<file path="config.mk">
export PLATFORM = sky130hd
export DESIGN_NAME = ucrm_channel
export DESIGN_NICKNAME = d
export VERILOG_FILES = /design/src/ucrm_pkg.sv /design/src/ucrm_fifo.sv /design/src/ucrm_loopback.sv /design/src/ucrm_channel.sv
export SDC_FILE = /design/constraint.sdc
export NUM_CORES = 1
export LEC_CHECK = 0
export ABC_CLOCK_PERIOD_IN_PS = 5400
export BUFFER_PORTS_ARGS = -buffer_cell sky130_fd_sc_hd__clkbuf_2
export CAP_MARGIN = 5
export CORE_AREA = 2 2 126 128
export CTS_CLUSTER_DIAMETER = 150
export CTS_CLUSTER_SIZE = 30
export DETAILED_ROUTE_END_ITERATION = 7
export DIE_AREA = 0 0 128 130
export PLACE_DENSITY = 0.83
export SLEW_MARGIN = 5
export SYNTH_ARGS = -nofsm -noshare
export SYNTH_HDL_FRONTEND = slang
export SYNTH_SLANG_ARGS = --single-unit
</file>
<file path="constraint.sdc">
create_clock -name core_clk -period 5.4 [get_ports core_clk]
set_clock_uncertainty 0.1 [all_clocks]
set_input_delay 0.81 -clock core_clk [delete_from_list [all_inputs] [get_ports core_clk]]
set_output_delay 0.81 -clock core_clk [all_outputs]
set_load 0.02 [all_outputs]
</file>
<file path="src/ucrm_pkg.sv">
// Package of offsets, field positions and reset values for the channel register map
package ucrm_pkg;
  // ****************************************
  // Register indices on the four address lines
  // ****************************************
  localparam logic [3:0] ADDR_DATA = 4'h0;
  localparam logic [3:0] ADDR_IER = 4'h1;
  localparam logic [3:0] ADDR_ISR = 4'h2;
  localparam logic [3:0] ADDR_LCR = 4'h3;
  localparam logic [3:0] ADDR_MCR = 4'h4;
  localparam logic [3:0] ADDR_LSR = 4'h5;
  localparam logic [3:0] ADDR_MSR = 4'h6;
  localparam logic [3:0] ADDR_SPR = 4'h7;
  localparam logic [3:0] ADDR_FEAT = 4'h8;
  localparam logic [3:0] ADDR_EFN = 4'h9;
  localparam logic [3:0] ADDR_RSVA = 4'hA;
  localparam logic [3:0] ADDR_RSVB = 4'hB;
  localparam logic [3:0] ADDR_STOP1 = 4'hC;
  localparam logic [3:0] ADDR_STOP2 = 4'hD;
  localparam logic [3:0] ADDR_RES1 = 4'hE;
  localparam logic [3:0] ADDR_RES2 = 4'hF;
  // ****************************************
  // Field positions and masks
  // ****************************************
  localparam int LCR_DLAB_BIT = 7;
  localparam int EFN_ENH_BIT = 4;
  localparam int MCR_LOOP_BIT = 4;
  localparam int MCR_OUT1_BIT = 2;
  localparam int MCR_OUT2_BIT = 3;
  localparam logic [7:0] IER_ENH_MASK = 8'hE0;
  localparam logic [7:0] ISR_ENH_MASK = 8'h30;
  localparam logic [7:0] FCR_ENH_MASK = 8'h30;
  localparam logic [7:0] MCR_ENH_MASK = 8'hEC;
  localparam logic [7:0] DLD_MASK = 8'h0F;
  localparam logic [7:0] FEAT_MASK = 8'h30;
  localparam logic [7:0] IER_MASK = 8'hEF;
  localparam logic [7:0] FLAG_MASK = 8'h0F;
  localparam logic [7:0] RST_BYTE = 8'h00;
  localparam logic [7:0] DIV_RESET = 8'h01;
  localparam int FIFO_WIDTH = 8;
  localparam int FIFO_DEPTH = 8;
endpackage

</file>
<file path="src/ucrm_fifo.sv">
// Small synchronous FIFO with valid and ready on both sides
`timescale 1ns/100ps
`default_nettype none
module ucrm_fifo
  import ucrm_pkg::*;
#(
  parameter int WIDTH = FIFO_WIDTH,
  parameter int DEPTH = FIFO_DEPTH
)
(
  input wire logic core_clk,
  input wire logic sys_rst,
  input wire logic inValid,
  output logic inReady,
  input wire logic [WIDTH-1:0] inData,
  output logic outValid,
  input wire logic outReady,
  output logic [WIDTH-1:0] outData
);
  localparam int AW = $clog2(DEPTH);
  logic [WIDTH-1:0] mem [DEPTH];
  logic [AW-1:0] wrPtr, rdPtr, next_wrPtr, next_rdPtr;
  logic [AW:0] count, next_count;
  logic doWr, doRd;

  assign inReady = (count != DEPTH[AW:0]);
  assign outValid = (count != '0);
  assign outData = mem[rdPtr];
  assign doWr = inValid && inReady;
  assign doRd = outValid && outReady;

  always_comb
  begin
    next_wrPtr = doWr ? wrPtr + 1'b1 : wrPtr;
    next_rdPtr = doRd ? rdPtr + 1'b1 : rdPtr;
    next_count = count;
    if (doWr && !doRd)
      next_count = count + 1'b1;
    else if (doRd && !doWr)
      next_count = count - 1'b1;
  end

  always_ff @(posedge core_clk)
  begin
    if (sys_rst)
    begin
      wrPtr <= '0;
      rdPtr <= '0;
      count <= '0;
    end
    else
    begin
      wrPtr <= next_wrPtr;
      rdPtr <= next_rdPtr;
      count <= next_count;
    end
  end

  always_ff @(posedge core_clk)
  begin
    if (doWr)
      mem[wrPtr] <= inData;
  end
endmodule
`default_nettype wire

</file>
<file path="src/ucrm_loopback.sv">
// Modem status source select between pins and internal loopback
`timescale 1ns/100ps
`default_nettype none
module ucrm_loopback
  import ucrm_pkg::*;
(
  input wire logic loopEn,
  input wire logic [3:0] pinStatus,
  input wire logic [7:0] modemControl,
  output logic [3:0] liveStatus
);
  // Order: cd, ri, dsr, cts. Pinless outputs feed back only here
  always_comb
  begin
    if (loopEn)
      liveStatus = {modemControl[MCR_OUT2_BIT], modemControl[MCR_OUT1_BIT],
        modemControl[0], modemControl[1]};
    else
      liveStatus = pinStatus;
  end
endmodule
`default_nettype wire

</file>
<file path="src/ucrm_channel.sv">
// Per-channel register map of the UART
`timescale 1ns/100ps
`default_nettype none
module ucrm_channel
  import ucrm_pkg::*;
(
  input wire logic core_clk,
  input wire logic sys_rst,
  input wire logic [3:0] regAddr,
  input wire logic wrStrobe,
  input wire logic rdStrobe,
  input wire logic [7:0] wrData,
  output logic [7:0] rdData,
  output logic txValid,
  input wire logic txReady,
  output logic [7:0] txData,
  output logic hostTxReady,
  input wire logic [7:0] rxByte,
  input wire logic [7:0] lineStatus,
  input wire logic [3:0] isrSource,
  input wire logic [3:0] flagEvents,
  input wire logic [3:0] modemPins,
  output logic [7:0] interrupt_enable_reg,
  output logic [7:0] fifo_control_reg,
  output logic fifoControlWr,
  output logic [7:0] line_control_reg,
  output logic [7:0] modem_control_reg,
  output logic [7:0] rs485DelayControl,
  output logic [7:0] featureControl,
  output logic [7:0] enhanced_function_reg,
  output logic [15:0] divisor,
  output logic [3:0] divisor_fraction,
  output logic [7:0] stopCharOne,
  output logic [7:0] stopCharTwo,
  output logic [7:0] resumeCharOne,
  output logic [7:0] resumeCharTwo,
  output logic dtrPin,
  output logic rtsPin
);
  // ****************************************
  // Decode
  // ****************************************
  logic enh, dlab, loopEn;
  logic [7:0] divLow, divHigh, scratch, flags, rdMux;
  logic [7:0] next_ier, next_fcr, next_lcr, next_mcr, next_msrw, next_feat, next_efn;
  logic [7:0] next_divLow, next_divHigh, next_scratch, next_flags, next_rdData;
  logic [7:0] next_s1, next_s2, next_r1, next_r2;
  logic [3:0] next_dld, modemLive, modemPrev, next_modemPrev, deltas, next_deltas;
  logic next_fcw, wrData0, fifoInReady;

  assign enh = enhanced_function_reg[EFN_ENH_BIT];
  assign dlab = line_control_reg[LCR_DLAB_BIT];
  assign loopEn = modem_control_reg[MCR_LOOP_BIT];
  assign divisor = {divHigh, divLow};
  assign wrData0 = wrStrobe && (regAddr == ADDR_DATA) && !dlab;
  assign hostTxReady = fifoInReady;
  // Pins are held inactive in loopback, as the legacy part does
  assign dtrPin = loopEn ? 1'b0 : modem_control_reg[0];
  assign rtsPin = loopEn ? 1'b0 : modem_control_reg[1];

  ucrm_fifo #(.WIDTH(FIFO_WIDTH), .DEPTH(FIFO_DEPTH)) txFifo (
    .core_clk(core_clk),
    .sys_rst(sys_rst),
    .inValid(wrData0),
    .inReady(fifoInReady),
    .inData(wrData),
    .outValid(txValid),
    .outReady(txReady),
    .outData(txData)
  );

  ucrm_loopback loopSel (
    .loopEn(loopEn),
    .pinStatus(modemPins),
    .modemControl(modem_control_reg),
    .liveStatus(modemLive)
  );

  // ****************************************
  // Register writes
  // ****************************************
  always_comb
  begin
    next_ier = interrupt_enable_reg;
    next_fcr = fifo_control_reg;
    next_fcw = 1'b0;
    next_lcr = line_control_reg;
    next_mcr = modem_control_reg;
    next_msrw = rs485DelayControl;
    next_feat = featureControl;
    next_efn = enhanced_function_reg;
    next_divLow = divLow;
    next_divHigh = divHigh;
    next_dld = divisor_fraction;
    next_scratch = scratch;
    next_s1 = stopCharOne;
    next_s2 = stopCharTwo;
    next_r1 = resumeCharOne;
    next_r2 = resumeCharTwo;
    if (wrStrobe)
    begin
      if (regAddr == ADDR_DATA && dlab)
        next_divLow = wrData;
      else if (regAddr == ADDR_IER && dlab)
        next_divHigh = wrData;
      else if (regAddr == ADDR_IER)
        next_ier = (wrData & IER_MASK & ~IER_ENH_MASK)
          | (enh ? (wrData & IER_ENH_MASK) : (interrupt_enable_reg & IER_ENH_MASK));
      else if (regAddr == ADDR_ISR && dlab)
        next_dld = wrData[3:0];
      else if (regAddr == ADDR_ISR)
      begin
        next_fcr = (wrData & ~FCR_ENH_MASK)
          | (enh ? (wrData & FCR_ENH_MASK) : (fifo_control_reg & FCR_ENH_MASK));
        next_fcw = 1'b1;
      end
      else if (regAddr == ADDR_LCR)
        next_lcr = wrData;
      else if (regAddr == ADDR_MCR)
        next_mcr = (wrData & ~MCR_ENH_MASK)
          | (enh ? (wrData & MCR_ENH_MASK) : (modem_control_reg & MCR_ENH_MASK));
      else if (regAddr == ADDR_MSR && enh)
        next_msrw = wrData;
      else if (regAddr == ADDR_SPR)
        next_scratch = wrData;
      else if (regAddr == ADDR_FEAT)
        next_feat = wrData & FEAT_MASK;
      else if (regAddr == ADDR_EFN)
        next_efn = wrData;
      else if (regAddr == ADDR_STOP1)
        next_s1 = wrData;
      else if (regAddr == ADDR_STOP2)
        next_s2 = wrData;
      else if (regAddr == ADDR_RES1)
        next_r1 = wrData;
      else if (regAddr == ADDR_RES2)
        next_r2 = wrData;
    end
    // Dropping the enable clears the upper enable bits so they stay inert
    if (!next_efn[EFN_ENH_BIT])
      next_ier = next_ier & ~IER_ENH_MASK;
  end

  always_ff @(posedge core_clk)
  begin
    if (sys_rst)
    begin
      interrupt_enable_reg <= RST_BYTE;
      fifo_control_reg <= RST_BYTE;
      fifoControlWr <= 1'b0;
      line_control_reg <= RST_BYTE;
      modem_control_reg <= RST_BYTE;
      rs485DelayControl <= RST_BYTE;
      featureControl <= RST_BYTE;
      enhanced_function_reg <= RST_BYTE;
      divLow <= DIV_RESET;
      divHigh <= RST_BYTE;
      divisor_fraction <= 4'h0;
      scratch <= RST_BYTE;
      stopCharOne <= RST_BYTE;
      stopCharTwo <= RST_BYTE;
      resumeCharOne <= RST_BYTE;
      resumeCharTwo <= RST_BYTE;
    end
    else
    begin
      interrupt_enable_reg <= next_ier;
      fifo_control_reg <= next_fcr;
      fifoControlWr <= next_fcw;
      line_control_reg <= next_lcr;
      modem_control_reg <= next_mcr;
      rs485DelayControl <= next_msrw;
      featureControl <= next_feat;
      enhanced_function_reg <= next_efn;
      divLow <= next_divLow;
      divHigh <= next_divHigh;
      divisor_fraction <= next_dld;
      scratch <= next_scratch;
      stopCharOne <= next_s1;
      stopCharTwo <= next_s2;
      resumeCharOne <= next_r1;
      resumeCharTwo <= next_r2;
    end
  end

  // ****************************************
  // Status flags and read path
  // ****************************************
  always_comb
  begin
    next_modemPrev = modemLive;
    next_deltas = deltas | (modemLive ^ modemPrev);
    next_flags = flags | {4'h0, flagEvents};
    // Set wins over the read-clear: the new event is or-ed in after clearing
    if (rdStrobe && regAddr == ADDR_MSR)
      next_deltas = modemLive ^ modemPrev;
    if (rdStrobe && regAddr == ADDR_STOP1)
      next_flags = {4'h0, flagEvents} & FLAG_MASK;
  end

  always_comb
  begin
    rdMux = RST_BYTE;
    if (regAddr == ADDR_DATA)
      rdMux = dlab ? divLow : rxByte;
    else if (regAddr == ADDR_IER)
      rdMux = dlab ? divHigh
        : (interrupt_enable_reg & (enh ? IER_MASK : (IER_MASK & ~IER_ENH_MASK)));
    else if (regAddr == ADDR_ISR)
      rdMux = dlab ? ({4'h0, divisor_fraction} & DLD_MASK)
        : ({{2{fifo_control_reg[0]}}, 2'b00, isrSource}
          | ({2'b00, isrSource[3:0] == 4'h0 ? 2'b00 : 2'b00, 4'h0})
          | (enh ? ({2'b00, flagEvents[1:0] != 2'b00, flags[1:0] != 2'b00, 4'h0}
            & ISR_ENH_MASK) : RST_BYTE));
    else if (regAddr == ADDR_LCR)
      rdMux = line_control_reg;
    else if (regAddr == ADDR_MCR)
      rdMux = modem_control_reg;
    else if (regAddr == ADDR_LSR)
      rdMux = lineStatus;
    else if (regAddr == ADDR_MSR)
      rdMux = {modemLive, deltas};
    else if (regAddr == ADDR_SPR)
      rdMux = scratch;
    else if (regAddr == ADDR_FEAT)
      rdMux = featureControl;
    else if (regAddr == ADDR_EFN)
      rdMux = enhanced_function_reg;
    else if (regAddr == ADDR_STOP1)
      rdMux = flags & FLAG_MASK;
    next_rdData = rdStrobe ? rdMux : rdData;
  end

  always_ff @(posedge core_clk)
  begin
    if (sys_rst)
    begin
      modemPrev <= 4'h0;
      deltas <= 4'h0;
      flags <= RST_BYTE;
      rdData <= RST_BYTE;
    end
    else
    begin
      modemPrev <= next_modemPrev;
      deltas <= next_deltas;
      flags <= next_flags;
      rdData <= next_rdData;
    end
  end

  // ****************************************
  // Checks
  // ****************************************
  property p_ier_gate;
    @(posedge core_clk) disable iff (sys_rst)
    !enh |-> (interrupt_enable_reg & IER_ENH_MASK) == 8'h00;
  endproperty
  a_ier_gate: assert property (p_ier_gate) else $error("upper enables set while gated");

  property p_fcr_hold;
    @(posedge core_clk) disable iff (sys_rst)
    (wrStrobe && regAddr == ADDR_ISR && !dlab && !enh)
      |=> (fifo_control_reg & FCR_ENH_MASK) == ($past(fifo_control_reg) & FCR_ENH_MASK);
  endproperty
  a_fcr_hold: assert property (p_fcr_hold) else $error("fifo trigger written while gated");

  property p_mcr_hold;
    @(posedge core_clk) disable iff (sys_rst)
    (wrStrobe && regAddr == ADDR_MCR && !enh)
      |=> (modem_control_reg & MCR_ENH_MASK) == ($past(modem_control_reg) & MCR_ENH_MASK);
  endproperty
  a_mcr_hold: assert property (p_mcr_hold) else $error("modem extended bits written while gated");

  property p_msrw_hold;
    @(posedge core_clk) disable iff (sys_rst)
    (wrStrobe && regAddr == ADDR_MSR && !enh) |=> $stable(rs485DelayControl);
  endproperty
  a_msrw_hold: assert property (p_msrw_hold) else $error("delay control written while gated");

  property p_loop_route;
    @(posedge core_clk) disable iff (sys_rst)
    (rdStrobe && regAddr == ADDR_MSR && loopEn)
      |=> rdData[7:6] == $past({modem_control_reg[MCR_OUT2_BIT], modem_control_reg[MCR_OUT1_BIT]});
  endproperty
  a_loop_route: assert property (p_loop_route) else $error("loopback not routed");

  property p_pins_free;
    @(posedge core_clk) disable iff (sys_rst)
    (!loopEn && $stable(loopEn) && $changed(modem_control_reg[3:2])
      && $stable(modem_control_reg[1:0]))
      |-> $stable(dtrPin) && $stable(rtsPin);
  endproperty
  a_pins_free: assert property (p_pins_free) else $error("pin follows output bits");

  property p_div_write;
    @(posedge core_clk) disable iff (sys_rst)
    (wrStrobe && regAddr == ADDR_DATA && dlab) |=> divisor[7:0] == $past(wrData) && !$past(wrData0);
  endproperty
  a_div_write: assert property (p_div_write) else $error("divisor low not written");

  property p_scratch;
    @(posedge core_clk) disable iff (sys_rst)
    (wrStrobe && regAddr == ADDR_SPR) ##1 (rdStrobe && regAddr == ADDR_SPR && !wrStrobe)
      |=> rdData == $past(wrData, 2);
  endproperty
  a_scratch: assert property (p_scratch) else $error("scratch readback wrong");

  property p_enh_read;
    @(posedge core_clk) disable iff (sys_rst)
    (rdStrobe && !enh && regAddr == ADDR_ISR && !dlab) |=> rdData[5:4] == 2'b00;
  endproperty
  a_enh_read: assert property (p_enh_read) else $error("status extension visible");

  c_fifo_full: cover property (@(posedge core_clk) !fifoInReady);
  c_loop: cover property (@(posedge core_clk) loopEn && rdStrobe && regAddr == ADDR_MSR);
  c_enh: cover property (@(posedge core_clk) enh ##1 !enh);
endmodule
`default_nettype wire

</file>
==> results of run 1 <==
worst max path at each step:
| stage | startpoint | to | slack, ps | cells past startpoint |
|---|---|---|---|---|
| after floorplan | wrStrobe | txFifo.count[3]$_SDFFE_PP0P_ | 2090 | 12 |
| after global placement | regAddr[3] | txFifo.count[3]$_SDFFE_PP0P_ | 1580 | 12 |
| after detailed placement | regAddr[3] | txFifo.count[3]$_SDFFE_PP0P_ | 1500 | 12 |
| after CTS | flop | txData[3] | 1820 | 3 |
| after global routing | flop | txData[3] | 1680 | 3 |
| final | flop | txData[3] | 1900 | 3 |
stage by stage:
step | setup WS [ps] | hold WS, ps
2_1_floorplan | 2090 | 344
3_3_place_gp | 1580 | 361
3_5_place_dp | 1500 | 371
4_1_cts | 1820 | 386
5_1_grt | 1680 | 426
6_report | 1900 | 386
cell families (layout without fill, tap and decap cells):
kind of cell / count (synthesis) / after routing / synth area share
AOI/OAI and AO/OA: 132 / 132 / 0.0912
xor gates and xnor gates: 11 / 11 / 0.0107
DFF: 207 / 207 / 0.531
muxes: 139 / 139 / 0.178
adders and majority gates: 6 / 6 / 0.00916
and+or+nand+nor: 262 / 262 / 0.140
buffers and inverters: 77 / 197 / 0.0401
other: 1 / 7 / 0.000416
routing by layer:
metal / global-route usage / vias up / routed length [microns] / share of wire
met1: 0.362 / 3288 / 9450 / 0.41
met3: 0.0455 / 44 / 1720 / 0.075
met2: 0.453 / 306 / 11000 / 0.48
met5: 0 / - / 0 / 0
met4: 0.0899 / 0 / 677 / 0.030
li1: - / 3204 / - / -
worst min-delay path, cell delays in order, from the launching register on:
cell and delay (ps):
dfxtp_1 330, nand2_1 50, a21oi_1 60
where the power goes:
part	switching, mW	total, mW	internal [mW]	leakage (nW)
clock network	0.461	0.838	0.377	0.143
registers	0.0653	1.70	1.64	1.73
logic	0.253	0.459	0.205	2.01
total	0.780	3.00	2.22	3.89
area by class of cell:
| type | instances | share of cell area |
|---|---|---|
| Sequential cell | 207 | 0.472 |
| Inverter | 9 | 0.00334 |
| Clock inverter | 1 | 0.000494 |
| Tap cell | 192 | 0.0237 |
| Timing Repair Buffer | 173 | 0.0875 |
| Multi-Input combinational cell | 557 | 0.384 |
| Clock buffer | 14 | 0.0283 |
cells in the final DEF (no fill, tap or decap), drive strengths merged, types with 10 or more instances in the layout:
master | synthesis | layout
nor3 | 17 | 17
nand2 | 41 | 41
o21ai | 26 | 26
edfxtp | 64 | 64
a21oi | 54 | 54
nand2b | 10 | 10
nor2b | 12 | 12
mux2i | 111 | 111
clkbuf | 35 | 179
nand3 | 26 | 26
nor2 | 134 | 134
mux4 | 16 | 16
mux2 | 12 | 12
dfxtp | 143 | 143
Yosys cell counts, types with 12 or more instances:
library cell    n  area, sq um
nor2_1        130          488
mux2_2         12          135
nor3_1         14         70.1
nor2b_1        12         75.1
clkbuf_1       35          131
edfxtp_1       64         1920
nand2_1        41          154
dfxtp_1       143         2860
a21oi_1        54          270
nand3_1        25          125
o21ai_0        25          125
mux4_2         16          360
buf_2          19         95.1
mux2i_1       111         1110
==> results.toml, run 1 <==
[cts]
root_buffer = "clkbuf_16"
post-cts-setup-buffer-count = 0
cts-resized-gates = 0
htreeDepth = 1
ctsHoldBuffers = 0
clk_latency_ps = 460
path_clk_slew_ps = 110
cts_max_path_buffers = 3
cts_tree = "done"
cts_buffers = 10
cts.sinks = 207

[floorplanning]
dieArea_sq_um = 16600
rows = 46
dieWidth_microns = 128
core_sq_um = 15400
fp.dieH_microns = 130
start_util = 0.585
design.portCount = 174

[yosys]
synth-seq-area-share = 0.531
yosysUniqueCellTypes = 62
synth_warnings = 0
synth-seq-cells = 207
async_flop_share = 0
syn_inst = 835
ys.flop_type = "dfxtp_1"
synth.cell_area_sq_um = 9020
avgSynthCellArea_sq_um = 10.8
synth_edf_count = 64

[cells_and_area]
diodes = 0
design_area_sq_um = 10100
nNetsFinal = 1009
fillers = 1222
multi_input_area_sq_um = 3890
final_util = 0.657
largest_reg_flops = 64
seqCellArea_sq_um = 4780
final-instance-count-excl-fill = 1153
area_growth_pct = 12.3
regMostFlops = "txFifo.mem"
drive_above_1_share = 0.239

[place]
place_inst = 1138
globalplace.congestion = 0.954
hpwl_microns = 15600
post_dp_cell_area_sq_um = 9840
port_buffers = 166

[timing]
setup_viol = 0
tns_ps = 0
hold_violations = 0
slew_viol_final = 0
period_needed_ps = 3500
relSlewSlack = 0.207
grt_setup_unrepaired = "no"
worst_pin_slew_ps = 1180
fmax_ghz = 0.286
period_share = 0.648

[global_route]
grt_pass1_vias = 6385
overflow = 0
grt_max_degree = 84
grt_pass1_wl_microns = 34900
antenna_found_initial = 0
grt_usage = 0.271

[detailed_routing]
wire_per_inst_microns = 19.8
routed_wl_microns = 22800
via_count = 6842
drt-vias-per-instance = 5.93
firstDrtPassIters = 5
drc_errors = 0
route.antenna.remaining_nets = 0
drtIter0Drc = 696

[outcome]
outcome = "finished, final reports clean"

[worst_setup_path]
worst-path-buf-inv = 1
critPathMaxFanout = 16
cpPeakStageDelay_ps = 1030
slowest_stage = "dfxtp_1"
cp_cell_sequence = "mux4_2, mux2_2, clkbuf_2"
required_ps = 4490
r2r_setup_slack_ps = 2330
r2r_end = "txFifo.count[3]$_SDFFE_PP0P_"
r2r-start = "txFifo.count[0]$_SDFFE_PP0P_"
critPathArrivalTime_ps = 2590
cp-end-kind = "primary output"
crit_family = "flip-flops"
critical_path_class = "reg -> out"
worst_r2r_path_depth = 10
startpoint_type = "flop"

[power]
ir_drop_mv = 0.214
p_total_mw = 3.00
power_leakage_nw = 3.89
powerDensity_nw_per_um2 = 296

[min_path]
hold_depth = 2
hp-class = "reg -> reg"
holdCritStartpoint = "txFifo.rdPtr[1]$_SDFFE_PP0P_"

[flow_run]
drv_cap = 0
Note: power is estimated with default switching activity, not from simulation.
==> run 2, diff against run 1 <==
Settings changed: ABC_CLOCK_PERIOD_IN_PS 5400 to 2900, CORE_AREA 2 2 126 128 to 2 2 138 140, DIE_AREA 0 0 128 130 to 0 0 140 142, PLACE_DENSITY 0.83 to 0.73.
Clock period 5.4 ns to 2.9 ns, I/O delays scaled along.
==> run 2 against run 1 <==
The run now ends with design-rule violations left; register-to-register slack worse by 2200 ps; via count up 1.4%; die area is 19% higher; non-clock buffer count up 23; clock-buffer cell count unchanged; sequential cell count unchanged; power is 88% higher; sequential share of layout area fell by 1.1 points; combinational power grew 110%; largest power group unchanged.
==> results.toml, run 2 (same netlist as run 1, synthesis figures left out) <==
[cts]
clk_latency_ps = 460
cts_buffers = 10
cts_max_path_buffers = 3
cts-resized-gates = 0
cts_tree = "done"
cts.sinks = 207
root_buffer = "clkbuf_16"
htreeDepth = 1
ctsHoldBuffers = 0
path_clk_slew_ps = 110
post-cts-setup-buffer-count = 0

[outcome]
outcome = "finished with violations"
violations = "design-rule violations"

[power]
powerDensity_nw_per_um2 = 544
ir_drop_mv = 0.383
power_leakage_nw = 4.01

[cells_and_area]
final_common_cell = "clkbuf_2"
mostFrequentLayoutCells = "clkbuf_2, dfxtp_1, nor2_1"
final-instance-count-excl-fill = 1218
largest_reg_flops = 64
nNetsFinal = 1032
drive_above_1_share = 0.260
regMostFlops = "txFifo.mem"
area_growth_pct = 14.9
diodes = 0

[global_route]
antenna_found_initial = 0
overflow = 0
grt_max_degree = 68
grt_usage = 0.237
grt_pass1_vias = 6595
grt_pass1_wl_microns = 37000

[worst_setup_path]
critical_path_class = "reg -> reg"
startpoint_type = "flop"
critPathArrivalTime_ps = 3030
critPathMaxFanout = 5
cp-end-kind = "flop"
required_ps = 3190

[timing]
tns_ps = 0
setup_viol = 0
hold_violations = 0
grt_setup_unrepaired = "no"
slew_viol_final = 0
period_share = 0.944
worst_pin_slew_ps = 889
relSlewSlack = 0.392
period_needed_ps = 2740
fmax_ghz = 0.365

[place]
hpwl_microns = 16600
place_inst = 1203
globalplace.congestion = 0.880
port_buffers = 166

[detailed_routing]
drt-vias-per-instance = 5.70
route.antenna.remaining_nets = 0
via_count = 6939
firstDrtPassIters = 7
routed_wl_microns = 24200
drtIter0Drc = 593
drc_errors = 6
wl_met1_microns = 10600
met3_wirelength_microns = 1470
top_layer_used = "met4"
route.met2.wl_microns = 11300
wire_per_inst_microns = 19.8

[floorplanning]
design.portCount = 174
core_sq_um = 18500
fp.dieH_microns = 142
start_util = 0.489
rows = 50
dieArea_sq_um = 19900
dieWidth_microns = 140

[flow_run]
drv_cap = 0

[min_path]
hp-class = "in -> reg"
run 2: cell count changes in the layout (fill, tap and decap cells not counted):
cell and delta:
buf_4 +23, dfxtp_1 -1, dfxtp_2 +1, inv_1 -1
inv_2 +1, or4_1 -1, or4_4 +1, or4b_2 -1
or4b_4 +1
run 2: layout make-up:
class                           count  area (sq um)
Timing Repair Buffer              196          1060
Inverter                            9          33.8
Clock buffer                       14           287
Sequential cell                   207          4790
Fill cell                        1624          8090
Multi-Input combinational cell    557          3900
Clock inverter                      1          5.00
Tap cell                          234           293
run 2: worst paths after layout:
check             depth (start not counted)                        startpoint                                to  slack (ps)
setup / recovery                         10      txFifo.count[0]$_SDFFE_PP0P_      txFifo.count[3]$_SDFFE_PP0P_         160
hold / removal                            3                     flagEvents[1]               flags[1]$_SDFF_PP0_         110
setup reg to reg                         10      txFifo.count[0]$_SDFFE_PP0P_      txFifo.count[3]$_SDFFE_PP0P_         160
hold reg to reg                           2  fifo_control_reg[4]$_SDFFE_PP0P_  fifo_control_reg[4]$_SDFFE_PP0P_         360
run 2: power breakdown:
part           internal (mW)  total, mW  switching, mW  leakage, nW
clock network          0.703       1.59          0.884        0.143
logic                  0.410      0.956          0.545         2.13
registers               3.05       3.10         0.0512         1.73
total                   4.16       5.64           1.48         4.01
run 2: stage by stage:
| stage | setup slack, ps | hold WS, ps | utilization | cell area, sq um | total power [mW] |
|---|---|---|---|---|---|
| final | 162 | 113 | 0.561 | 10400 | 5.64 |
| after floorplan | 38.2 | 344 | - | 9040 | 3.84 |
| after global routing | 24.1 | 121 | 0.561 | 10400 | 5.84 |
| after detailed placement | 89.1 | 348 | 0.545 | 10100 | 4.12 |
| after CTS | 57.8 | 107 | 0.561 | 10400 | 5.67 |
| after global placement | 205 | 347 | 0.545 | 10100 | 4.10 |
run 2: layer usage:
layer	up-vias	track usage
met4	0	0.0718
met3	50	0.0333
met2	271	0.393
li1	3258	-
met1	3360	0.327
met5	-	0
run 2: critical path, cell delays in order (launching register included):
cell,delay [ps]
dfxtp_2,370
or4_4,530
nand2_1,140
ha_1,230
inv_2,80
ha_1,300
a21o_1,190
a21oi_1,170
xnor2_1,90
or3_1,320
a21oi_1,150
